[src/vpf_pkg.sv]
// Package with register map, field positions and reset values for the block.
package vpf_pkg;

    // Register addresses on the plain register port.
    localparam logic [3:0] VPF_ADDR_GEN_CTRL  = 4'h0;
    localparam logic [3:0] VPF_ADDR_FRAME_LOW = 4'h1;
    localparam logic [3:0] VPF_ADDR_FRAME_HI  = 4'h2;
    localparam logic [3:0] VPF_ADDR_PERIOD    = 4'h3;
    localparam logic [3:0] VPF_ADDR_DUTY      = 4'h4;

    // Field positions in the generator control register.
    localparam int VPF_BIT_GEN_EN  = 15;
    localparam int VPF_BIT_GEN_POL = 9;
    localparam int VPF_BIT_CNT_EN  = 8;

    // Frame number width and register field widths.
    localparam int VPF_FRAME_W     = 11;
    localparam int VPF_FRAME_LO_W  = 8;
    localparam int VPF_FRAME_HI_W  = 3;
    localparam int VPF_REG_W       = 16;
    localparam int VPF_CNT_W       = 8;

    // Reset values.
    localparam logic [15:0] VPF_RST_GEN_CTRL = 16'h0000;
    localparam logic [10:0] VPF_RST_FRAME    = 11'h000;
    localparam logic [7:0]  VPF_RST_PERIOD   = 8'hff;
    localparam logic [7:0]  VPF_RST_DUTY     = 8'h80;
    localparam logic [7:0]  VPF_RST_CNT      = 8'h00;

    // Generator states, one-hot.
    typedef enum logic [1:0] {
        VPF_GEN_IDLE = 2'b01,
        VPF_GEN_RUN  = 2'b10
    } vpf_gen_state_t;

endpackage

[src/vpf_frame_capture.sv]
// Frame number holding register loaded on each received start-of-frame.
`timescale 1ns/1ns
module vpf_frame_capture
    import vpf_pkg::*;
(
    // Clock and reset.
    input  wire logic                   i_sys_clk,
    input  wire logic                   i_rst_b,
    // Frame token input.
    input  wire logic                   i_sof_valid,
    input  wire logic [VPF_FRAME_W-1:0] i_sof_frame,
    // Held frame number.
    output logic      [VPF_FRAME_W-1:0] o_frame
);
    import vpf_pkg::*;

    logic [VPF_FRAME_W-1:0] frame_q;

    // Both register halves come from this single copy, so they always change in the same cycle.
    always_ff @(posedge i_sys_clk or negedge i_rst_b) begin
        if (!i_rst_b) begin
            frame_q <= VPF_RST_FRAME;
        end else if (i_sof_valid) begin
            frame_q <= i_sof_frame;
        end
    end

    assign o_frame = frame_q;
endmodule

[src/vpf_vbus_gen.sv]
// Pulse generator driving the VBUS supply control output.
`timescale 1ns/1ns
module vpf_vbus_gen
    import vpf_pkg::*;
(
    // Clock and reset.
    input  wire logic                 i_sys_clk,
    input  wire logic                 i_rst_b,
    // Control.
    input  wire logic                 i_enable,
    input  wire logic                 i_polarity,
    input  wire logic                 i_cnt_enable,
    input  wire logic [VPF_CNT_W-1:0] i_period,
    input  wire logic [VPF_CNT_W-1:0] i_duty,
    // Status and output.
    output logic      [VPF_CNT_W-1:0] o_count,
    output logic                      o_running,
    output logic                      o_vbus_out
);
    import vpf_pkg::*;

    vpf_gen_state_t       state_q;
    logic [VPF_CNT_W-1:0] cnt_q;
    logic                 active_q;
    logic                 out_q;

    // Run state follows the enable bit.
    always_ff @(posedge i_sys_clk or negedge i_rst_b) begin
        if (!i_rst_b) begin
            state_q <= VPF_GEN_IDLE;
        end else begin
            case (state_q)
                VPF_GEN_IDLE: begin
                    if (i_enable) begin
                        state_q <= VPF_GEN_RUN;
                    end
                end
                VPF_GEN_RUN: begin
                    if (!i_enable) begin
                        state_q <= VPF_GEN_IDLE;
                    end
                end
                default: begin
                    state_q <= VPF_GEN_IDLE;
                end
            endcase
        end
    end

    // Counter runs only in run state with counter enable; clears in idle, holds in run without enable.
    always_ff @(posedge i_sys_clk or negedge i_rst_b) begin
        if (!i_rst_b) begin
            cnt_q <= VPF_RST_CNT;
        end else if (state_q == VPF_GEN_IDLE) begin
            cnt_q <= VPF_RST_CNT;
        end else if (i_cnt_enable) begin
            if (cnt_q >= i_period) begin
                cnt_q <= VPF_RST_CNT;
            end else begin
                cnt_q <= cnt_q + 8'h01;
            end
        end
    end

    // Active phase while count is below the duty value.
    always_ff @(posedge i_sys_clk or negedge i_rst_b) begin
        if (!i_rst_b) begin
            active_q <= 1'b0;
        end else begin
            active_q <= (state_q == VPF_GEN_RUN) && (cnt_q < i_duty);
        end
    end

    // Registered pin; idle level equals polarity, so an inactive phase
    // and a disabled generator look the same on the pin.
    always_ff @(posedge i_sys_clk or negedge i_rst_b) begin
        if (!i_rst_b) begin
            out_q <= 1'b0;
        end else begin
            out_q <= active_q ^ i_polarity;
        end
    end

    assign o_count    = cnt_q;
    assign o_running  = (state_q == VPF_GEN_RUN);
    assign o_vbus_out = out_q;
endmodule

[src/vpf_top.sv]
// Register bank for VBUS generator control and received frame number.
//
// Overview of operation
// - Polarity set: output active-low, held high when disabled; reset drives it low.
// - Polarity clear: output active-high, held low when disabled or reset.
// - Generator counter runs only while counter enable bit is one.
// - Eleven-bit frame number; low eight bits in frame-low bits 7 to 0.
// - Frame bits 10 to 8 appear in frame-high bits 2 to 0.
// - Each received start-of-frame token loads its number into both registers.
// - All unimplemented bits in these registers read as zero.
`timescale 1ns/1ns
module vpf_top
    import vpf_pkg::*;
(
    // Clock and reset.
    input  wire logic                   i_sys_clk,
    input  wire logic                   i_rst_b,
    // Register port.
    input  wire logic [3:0]             i_reg_addr,
    input  wire logic [VPF_REG_W-1:0]   i_reg_wdata,
    input  wire logic                   i_reg_wr,
    input  wire logic                   i_reg_rd,
    output logic      [VPF_REG_W-1:0]   o_reg_rdata,
    // Frame token from the serial engine.
    input  wire logic                   i_sof_valid,
    input  wire logic [VPF_FRAME_W-1:0] i_sof_frame,
    // VBUS generator output.
    output logic                        o_vbus_out
);
    import vpf_pkg::*;

    logic                   rst_meta_q;
    logic                   rst_sync_q;
    logic [VPF_REG_W-1:0]   ctrl_q;
    logic [VPF_CNT_W-1:0]   period_q;
    logic [VPF_CNT_W-1:0]   duty_q;
    logic [VPF_REG_W-1:0]   rdata_q;
    logic [VPF_REG_W-1:0]   rdata_d;
    logic [VPF_FRAME_W-1:0] frame;

    // Only the three control bits are writable, others stay zero.
    localparam logic [15:0] CTRL_MASK = 16'h8300;

    // Reset is asserted at once but released in step with the clock.
    always_ff @(posedge i_sys_clk or negedge i_rst_b) begin
        if (!i_rst_b) begin
            rst_meta_q <= 1'b0;
            rst_sync_q <= 1'b0;
        end else begin
            rst_meta_q <= 1'b1;
            rst_sync_q <= rst_meta_q;
        end
    end

    // Control register write.
    always_ff @(posedge i_sys_clk or negedge rst_sync_q) begin
        if (!rst_sync_q) begin
            ctrl_q <= VPF_RST_GEN_CTRL;
        end else if (i_reg_wr && i_reg_addr == VPF_ADDR_GEN_CTRL) begin
            ctrl_q <= i_reg_wdata & CTRL_MASK;
        end
    end

    // Period and duty registers.
    always_ff @(posedge i_sys_clk or negedge rst_sync_q) begin
        if (!rst_sync_q) begin
            period_q <= VPF_RST_PERIOD;
            duty_q   <= VPF_RST_DUTY;
        end else if (i_reg_wr) begin
            if (i_reg_addr == VPF_ADDR_PERIOD) begin
                period_q <= i_reg_wdata[VPF_CNT_W-1:0];
            end else if (i_reg_addr == VPF_ADDR_DUTY) begin
                duty_q <= i_reg_wdata[VPF_CNT_W-1:0];
            end
        end
    end

    // Read decode; unmapped addresses and unused bits return zero.
    always_comb begin
        rdata_d = '0;
        if (i_reg_addr == VPF_ADDR_GEN_CTRL) begin
            rdata_d = ctrl_q;
        end else if (i_reg_addr == VPF_ADDR_FRAME_LOW) begin
            rdata_d = {8'h00, frame[VPF_FRAME_LO_W-1:0]};
        end else if (i_reg_addr == VPF_ADDR_FRAME_HI) begin
            rdata_d = {13'h0000, frame[VPF_FRAME_W-1:VPF_FRAME_LO_W]};
        end else if (i_reg_addr == VPF_ADDR_PERIOD) begin
            rdata_d = {8'h00, period_q};
        end else if (i_reg_addr == VPF_ADDR_DUTY) begin
            rdata_d = {8'h00, duty_q};
        end
    end

    // Read data stand only in the cycle after the strobe.
    always_ff @(posedge i_sys_clk or negedge rst_sync_q) begin
        if (!rst_sync_q) begin
            rdata_q <= '0;
        end else if (i_reg_rd) begin
            rdata_q <= rdata_d;
        end else begin
            rdata_q <= '0;
        end
    end

    assign o_reg_rdata = rdata_q;

    // Frame number capture.
    vpf_frame_capture u_frame (
        .i_sys_clk   (i_sys_clk),
        .i_rst_b     (rst_sync_q),
        .i_sof_valid (i_sof_valid),
        .i_sof_frame (i_sof_frame),
        .o_frame     (frame)
    );

    // VBUS generator; its count and run status are not visible to software,
    // so those outputs are left open here.
    vpf_vbus_gen u_gen (
        .i_sys_clk    (i_sys_clk),
        .i_rst_b      (rst_sync_q),
        .i_enable     (ctrl_q[VPF_BIT_GEN_EN]),
        .i_polarity   (ctrl_q[VPF_BIT_GEN_POL]),
        .i_cnt_enable (ctrl_q[VPF_BIT_CNT_EN]),
        .i_period     (period_q),
        .i_duty       (duty_q),
        .o_count      (),
        .o_running    (),
        .o_vbus_out   (o_vbus_out)
    );
endmodule

[config.mk]
export PLATFORM = sky130hd
export DESIGN_NAME = vpf_top
export DESIGN_NICKNAME = d
export VERILOG_FILES = /design/src/vpf_pkg.sv /design/src/vpf_frame_capture.sv /design/src/vpf_vbus_gen.sv /design/src/vpf_top.sv
export SDC_FILE = /design/constraint.sdc
export NUM_CORES = 1
export LEC_CHECK = 0
export ABC_AREA = 1
export BUFFER_PORTS_ARGS = -buffer_cell sky130_fd_sc_hd__buf_2
export CAP_MARGIN = 5
export CORE_AREA = 2 2 88 90
export CTS_CLUSTER_DIAMETER = 30
export DETAILED_ROUTE_END_ITERATION = 6
export DIE_AREA = 0 0 90 92
export PLACE_DENSITY_LB_ADDON = 0.08
export SYNTH_ARGS = -nofsm -noshare
export SYNTH_HDL_FRONTEND = slang
export SYNTH_SLANG_ARGS = --single-unit
[constraint.sdc]
create_clock -name i_sys_clk -period 5.4 [get_ports i_sys_clk]
set_clock_uncertainty 0.15 [all_clocks]
set_input_delay 1.35 -clock i_sys_clk [delete_from_list [all_inputs] [get_ports i_sys_clk]]
set_output_delay 1.35 -clock i_sys_clk [all_outputs]
set_load 0.02 [all_outputs]
; Yosys cells after proc, flatten, opt, wreduce, memory -nomap -nowiden
; Index checks and enable logic that the tools add are counted.
[totals]
ff_bits = 60
input_bits = 36
output_inout_bits = 17
word_cells = 43
[classes]
addsub = 1
magnitude_cmp = 2
n_eq_ne = 8
muxes = 12
bitwise = 2
n_reduce_logical = 7
[op_table]
columns = cell, count
row1 = 8-bit 2-to-1 mux, 7
row2 = 16-bit 2-to-1 mux, 2
row3 = "8-bit by 1-bit adder with 8-bit output, second input constant", 1
row4 = "4-bit by 2-bit == test with 1-bit output, second input constant", 2
row5 = 8-bit greater-or-equal comparator, 1
row6 = 8-bit < comparator, 1
row7 = "4-bit by 1-bit == test with 1-bit output, second input constant", 1
row8 = "4-bit by 3-bit == test with 1-bit output, second input constant", 1
row9 = 4-bit zero test, 1
row10 = 2-bit 2-to-1 mux, 2
row11 = "2-bit inequality test, second input constant", 2
row12 = 2-bit case mux with 2 select lines, 1
row13 = 2-bit AND reduction, 2
row14 = 3-bit AND reduction, 1
row15 = "2-bit by 1-bit == test with 1-bit output, second input constant", 1
row16 = "2-bit == test, second input constant", 1
row17 = 1-bit logical AND, 2
row18 = 2-bit nonzero test, 1
row19 = 1-bit NOT, 1
row20 = 1-bit XOR, 1

; Logic depth before layout (Yosys ltp)
[depth]
ltp_word = 7
mapped_depth = 11
ltp_nobuf = 11

; By module
; A second synthesis with hierarchy kept.
[hier_totals]
hier_cells = 359
hier_area_um2 = 3036.7
[by_module_without_submodules]
columns = module, instances, cells_each, area_per_inst_um2, seq_area_each_um2
row1 = vpf_top, 1, 176, 1566.5, 812.0
row2 = vpf_vbus_gen, 1, 136, 1048.5, 301.5
row3 = vpf_frame_capture, 1, 47, 421.7, 275.3

; Least setup slack after synthesis
; OpenSTA, ideal clock, no wires.
[synth_path]
path_type = input-to-reg
startpoint = input port i_reg_addr[2]
endpoint = register period_q[4]
setup_time_ps = 76
arrival_time_ps = 2011
required_time_ps = 5174
path_slack_ps = 3163
stages = 7
n_path_buf = 1
path_cell_list = nor2_4 nand2_4 nor2_8 nand2_4 buf_6 nand2_1 o21ai_2
[synth_between]
elab_chain_cells = 2
[synth_rtl]
columns = item, line_no
row1 = "start, declared", vpf_top.sv:19  ; input wire logic [3:0] i_reg_addr,
row2 = 4-bit by 2-bit == test with 1-bit output, vpf_top.sv:70  ; if (i_reg_addr == VPF_ADDR_PERIOD) begin
row3 = 2-bit AND reduction (no source line), --
row4 = "end signal, assigned", vpf_top.sv:71  ; period_q <= i_reg_wdata[VPF_CNT_W-1:0];
row5 = "end, declared", vpf_top.sv:35  ; logic [VPF_CNT_W-1:0] period_q;
; Every way passes these cells.
; A chain may end at the register's enable or synchronous reset.

; Final worst setup path
[layout_path]
startpoint = register rdata_q[8] (netlist: o_reg_rdata[8])
endpoint = output port o_reg_rdata[8]
[layout_lines]
columns = item, line_no
row1 = "start, declared", vpf_top.sv:37  ; logic [VPF_REG_W-1:0] rdata_q;
row2 = "start signal, assigned", vpf_top.sv:99  ; rdata_q <= rdata_d;
row3 = "end, declared", vpf_top.sv:23  ; output logic [VPF_REG_W-1:0] o_reg_rdata,
; No word-level cell between the ends.

==> reports/results.md <==
* launch instance of the worst register-to-register path: period_q[7]$_DFFE_PN1P_
* number of clock sinks: 55
* Max Buffers Root-to-Sink: 2
* CTS buffer count: 5
* flop-to-flop setup slack: 3.46 ns
* per-cell via count in the routed design: 4.50
* die boundary height: 92 um
* most frequent cells in the layout: sky130_fd_sc_hd__nand2_1 (70), sky130_fd_sc_hd__inv_1 (58), sky130_fd_sc_hd__dfrtp_1 (44)
* result of the run: complete, no violations
* area taken by flip-flops and latches: 1390 sq um
* wire length of the first global-routing pass: 10300 um
* aggregate global routing overflow: 0
* antenna violations before repair: 0
* Synth warnings: 0
* number of synthesized register bits: 55
* number of global-route vias before repair: 2165
* root buffer cell: sky130_fd_sc_hd__clkbuf_8
* WP data required: 3.90 ns
* global routing usage summed across all routing layers: 15.6%
* placer's final routability congestion estimate: 0.787
* Fill cells: 799
* peak ir drop on the vdd network: 0.000132 V
* starting utilization of the core area: 38.2%
* endpoint of the worst register-to-register path: u_gen.o_count[2]$_DFFE_PN0P_
* Port Buffer Count: 42
* series of cell instances along the critical path: buf_2
* static leakage: 1.73 nW
* average wire per standard cell: 12.4 um
* final period demand of the worst path: 2.32 ns
* post-cts resize count: 0
* area grow syn2layout: 13.6%
* areal power density over the cells: 328 nW/um^2
* sequential fraction of the synthesis area: 48.8%
* DRC: 0
* final-report max-slew violation count: 0
* worst hold slack across all endpoints: 0.0797 ns
* latest clock arrival within the worst-skew pair: 0.31 ns
* CP arrival: 0.82 ns
* CP Max Fanout: 1
* largest net degree at the start of global routing: 35
* Clock H-tree levels: 2
* share of cells above drive strength 1: 22.9%
* final setup margin: 3.08 ns
* number of hold buffers added after CTS: 0
* post-placement setup slack: 2.85 ns
* full die area: 8280 sq um
* overall power of the completed layout: 1.06 mW
* worst reg2reg path depth: 7
* Worst setup SP type: register
* area of the core: 7450 sq um
* post-synthesis average cell area: 8.65 sq um
* achievable frequency: 431 MHz
* commonest non-fill, non-tap cell in the layout: sky130_fd_sc_hd__nand2_1
* highest cell delay on the worst timing path: 0.37 ns
* total standard cell area after synthesis: 2850 sq um
* number of maximum-capacitance constraint violations: 0
* number of vias after detailed routing: 2146
* number of antenna cells inserted: 0
* final total negative setup slack: 0 ns
* wire length reported by the detailed router: 5930 um
* Detailed Place HPWL: 4570 um
* final critical-path share of the clock period: 43.0%
* DRT iter0 DRCs: 90
* worst hold path type: register to async pin
* site row count: 32
* clock-pin slew on the worst setup and hold paths: 0.10 ns
* Die Width: 90 um
* Antenna Nets Post-Route: 0
* post-CTS setup buffer count: 0
* buffer and inverter count on the worst path: 1
* Gate Count Post-Synth: 329
* number of optimization iterations in the first detailed-route pass: 4
* cell family contributing the most delay on the critical path: flip-flops
* ports placed on the boundary: 53
* unrepaired setup endpoints after global routing: false
* number of distinct library cells after synthesis: 34
* TritonCTS clock tree: built
* number of setup violations in the final report: 0
* nets@finish: 426
* type of the worst setup path: register to output pin
* slowest CP cell: sky130_fd_sc_hd__dfrtp_1
* area of the multi-input gates: 1180 sq um
* number of endpoints with negative hold slack in the final report: 0
* endpoint type of the worst setup path: output pin
-- stage by stage --
step	instances	utilization, %	cell area [sq um]
final	477	43.4	3230
after global placement	469	42.2	3150
after floorplan	333	-	2860
after CTS	477	43.4	3230
after detailed placement	469	42.2	3150
after global routing	477	43.4	3230
-- routing by layer --
layer	track usage [%]	vias to the layer above	share of wire [%]
li1	-	1123	-
met1	21.9	982	51
met2	25.3	37	45
met3	2.38	4	2.7
met4	4.23	0	1.1
met5	0	-	0
-- cell type report --
type	count	share of cell area, %
timing repair buffer	43	6.73
multi-input combinational	208	36.5
clock inverter	3	0.580
inverter	61	7.08
sequential	55	43.0
clock buffer	5	2.13
tap	102	3.95
-- power breakdown --
group          total (mW)  internal (mW)  switching, mW
logic               0.292          0.110          0.182
clock network       0.230         0.0918          0.138
registers           0.540          0.490         0.0504
-- flip-flops by register name, summed over array words and instances (netlist names), 2 cells and up --
register	flops
o_reg_rdata	11
u_frame.o_frame	11
duty_q	8
period_q	8
u_gen.o_count	8
ctrl_q	3
u_gen.state_q	2
-- logic make-up after synthesis --
kind of cell,share of synthesized area [%]
buf+inv,10.2
simple gates,19.0
other cells,0.264
compound gates,12.5
fa+ha+maj,7.03
xor+xnor,0.923
flops,48.8
mux,1.19
-- worst max path at each step --
stage | endpoint | startpoint | depth (start not counted) | slack (ns)
floorplan | period_q[4]$_DFFE_PN1P_ | i_reg_addr[2] | 7 | 3.16
global placement | ctrl_q[8]$_DFFE_PN0P_ | i_reg_addr[1] | 5 | 2.85
detailed placement | ctrl_q[15]$_DFFE_PN0P_ | i_reg_addr[1] | 5 | 2.85
CTS | o_reg_rdata[8] | o_reg_rdata[8]$_DFF_PN0_ | 1 | 3.06
global route | o_reg_rdata[4] | o_reg_rdata[4]$_DFF_PN0_ | 1 | 3.03
finish | o_reg_rdata[8] | o_reg_rdata[8]$_DFF_PN0_ | 1 | 3.08
-- Yosys cell counts, drive strengths merged --
master | n | area [sq um]
a21oi | 17 | 85.1
and3 | 1 | 6.26
buf | 8 | 58.8
clkbuf | 1 | 3.75
clkinv | 1 | 3.75
conb | 2 | 7.51
dfrtp | 45 | 1130
dfstp | 10 | 263
ha | 16 | 200
inv | 60 | 225
mux2 | 3 | 33.8
nand2 | 74 | 298
nand3 | 14 | 75.1
nand4 | 1 | 6.26
nor2 | 28 | 136
nor3b | 1 | 7.51
nor4 | 1 | 12.5
o21a | 2 | 15.0
o21ai | 35 | 205
o21bai | 1 | 7.51
o221ai | 5 | 43.8
xnor2 | 1 | 8.76
xor2 | 2 | 17.5
Power figures use the tool's default switching activity.
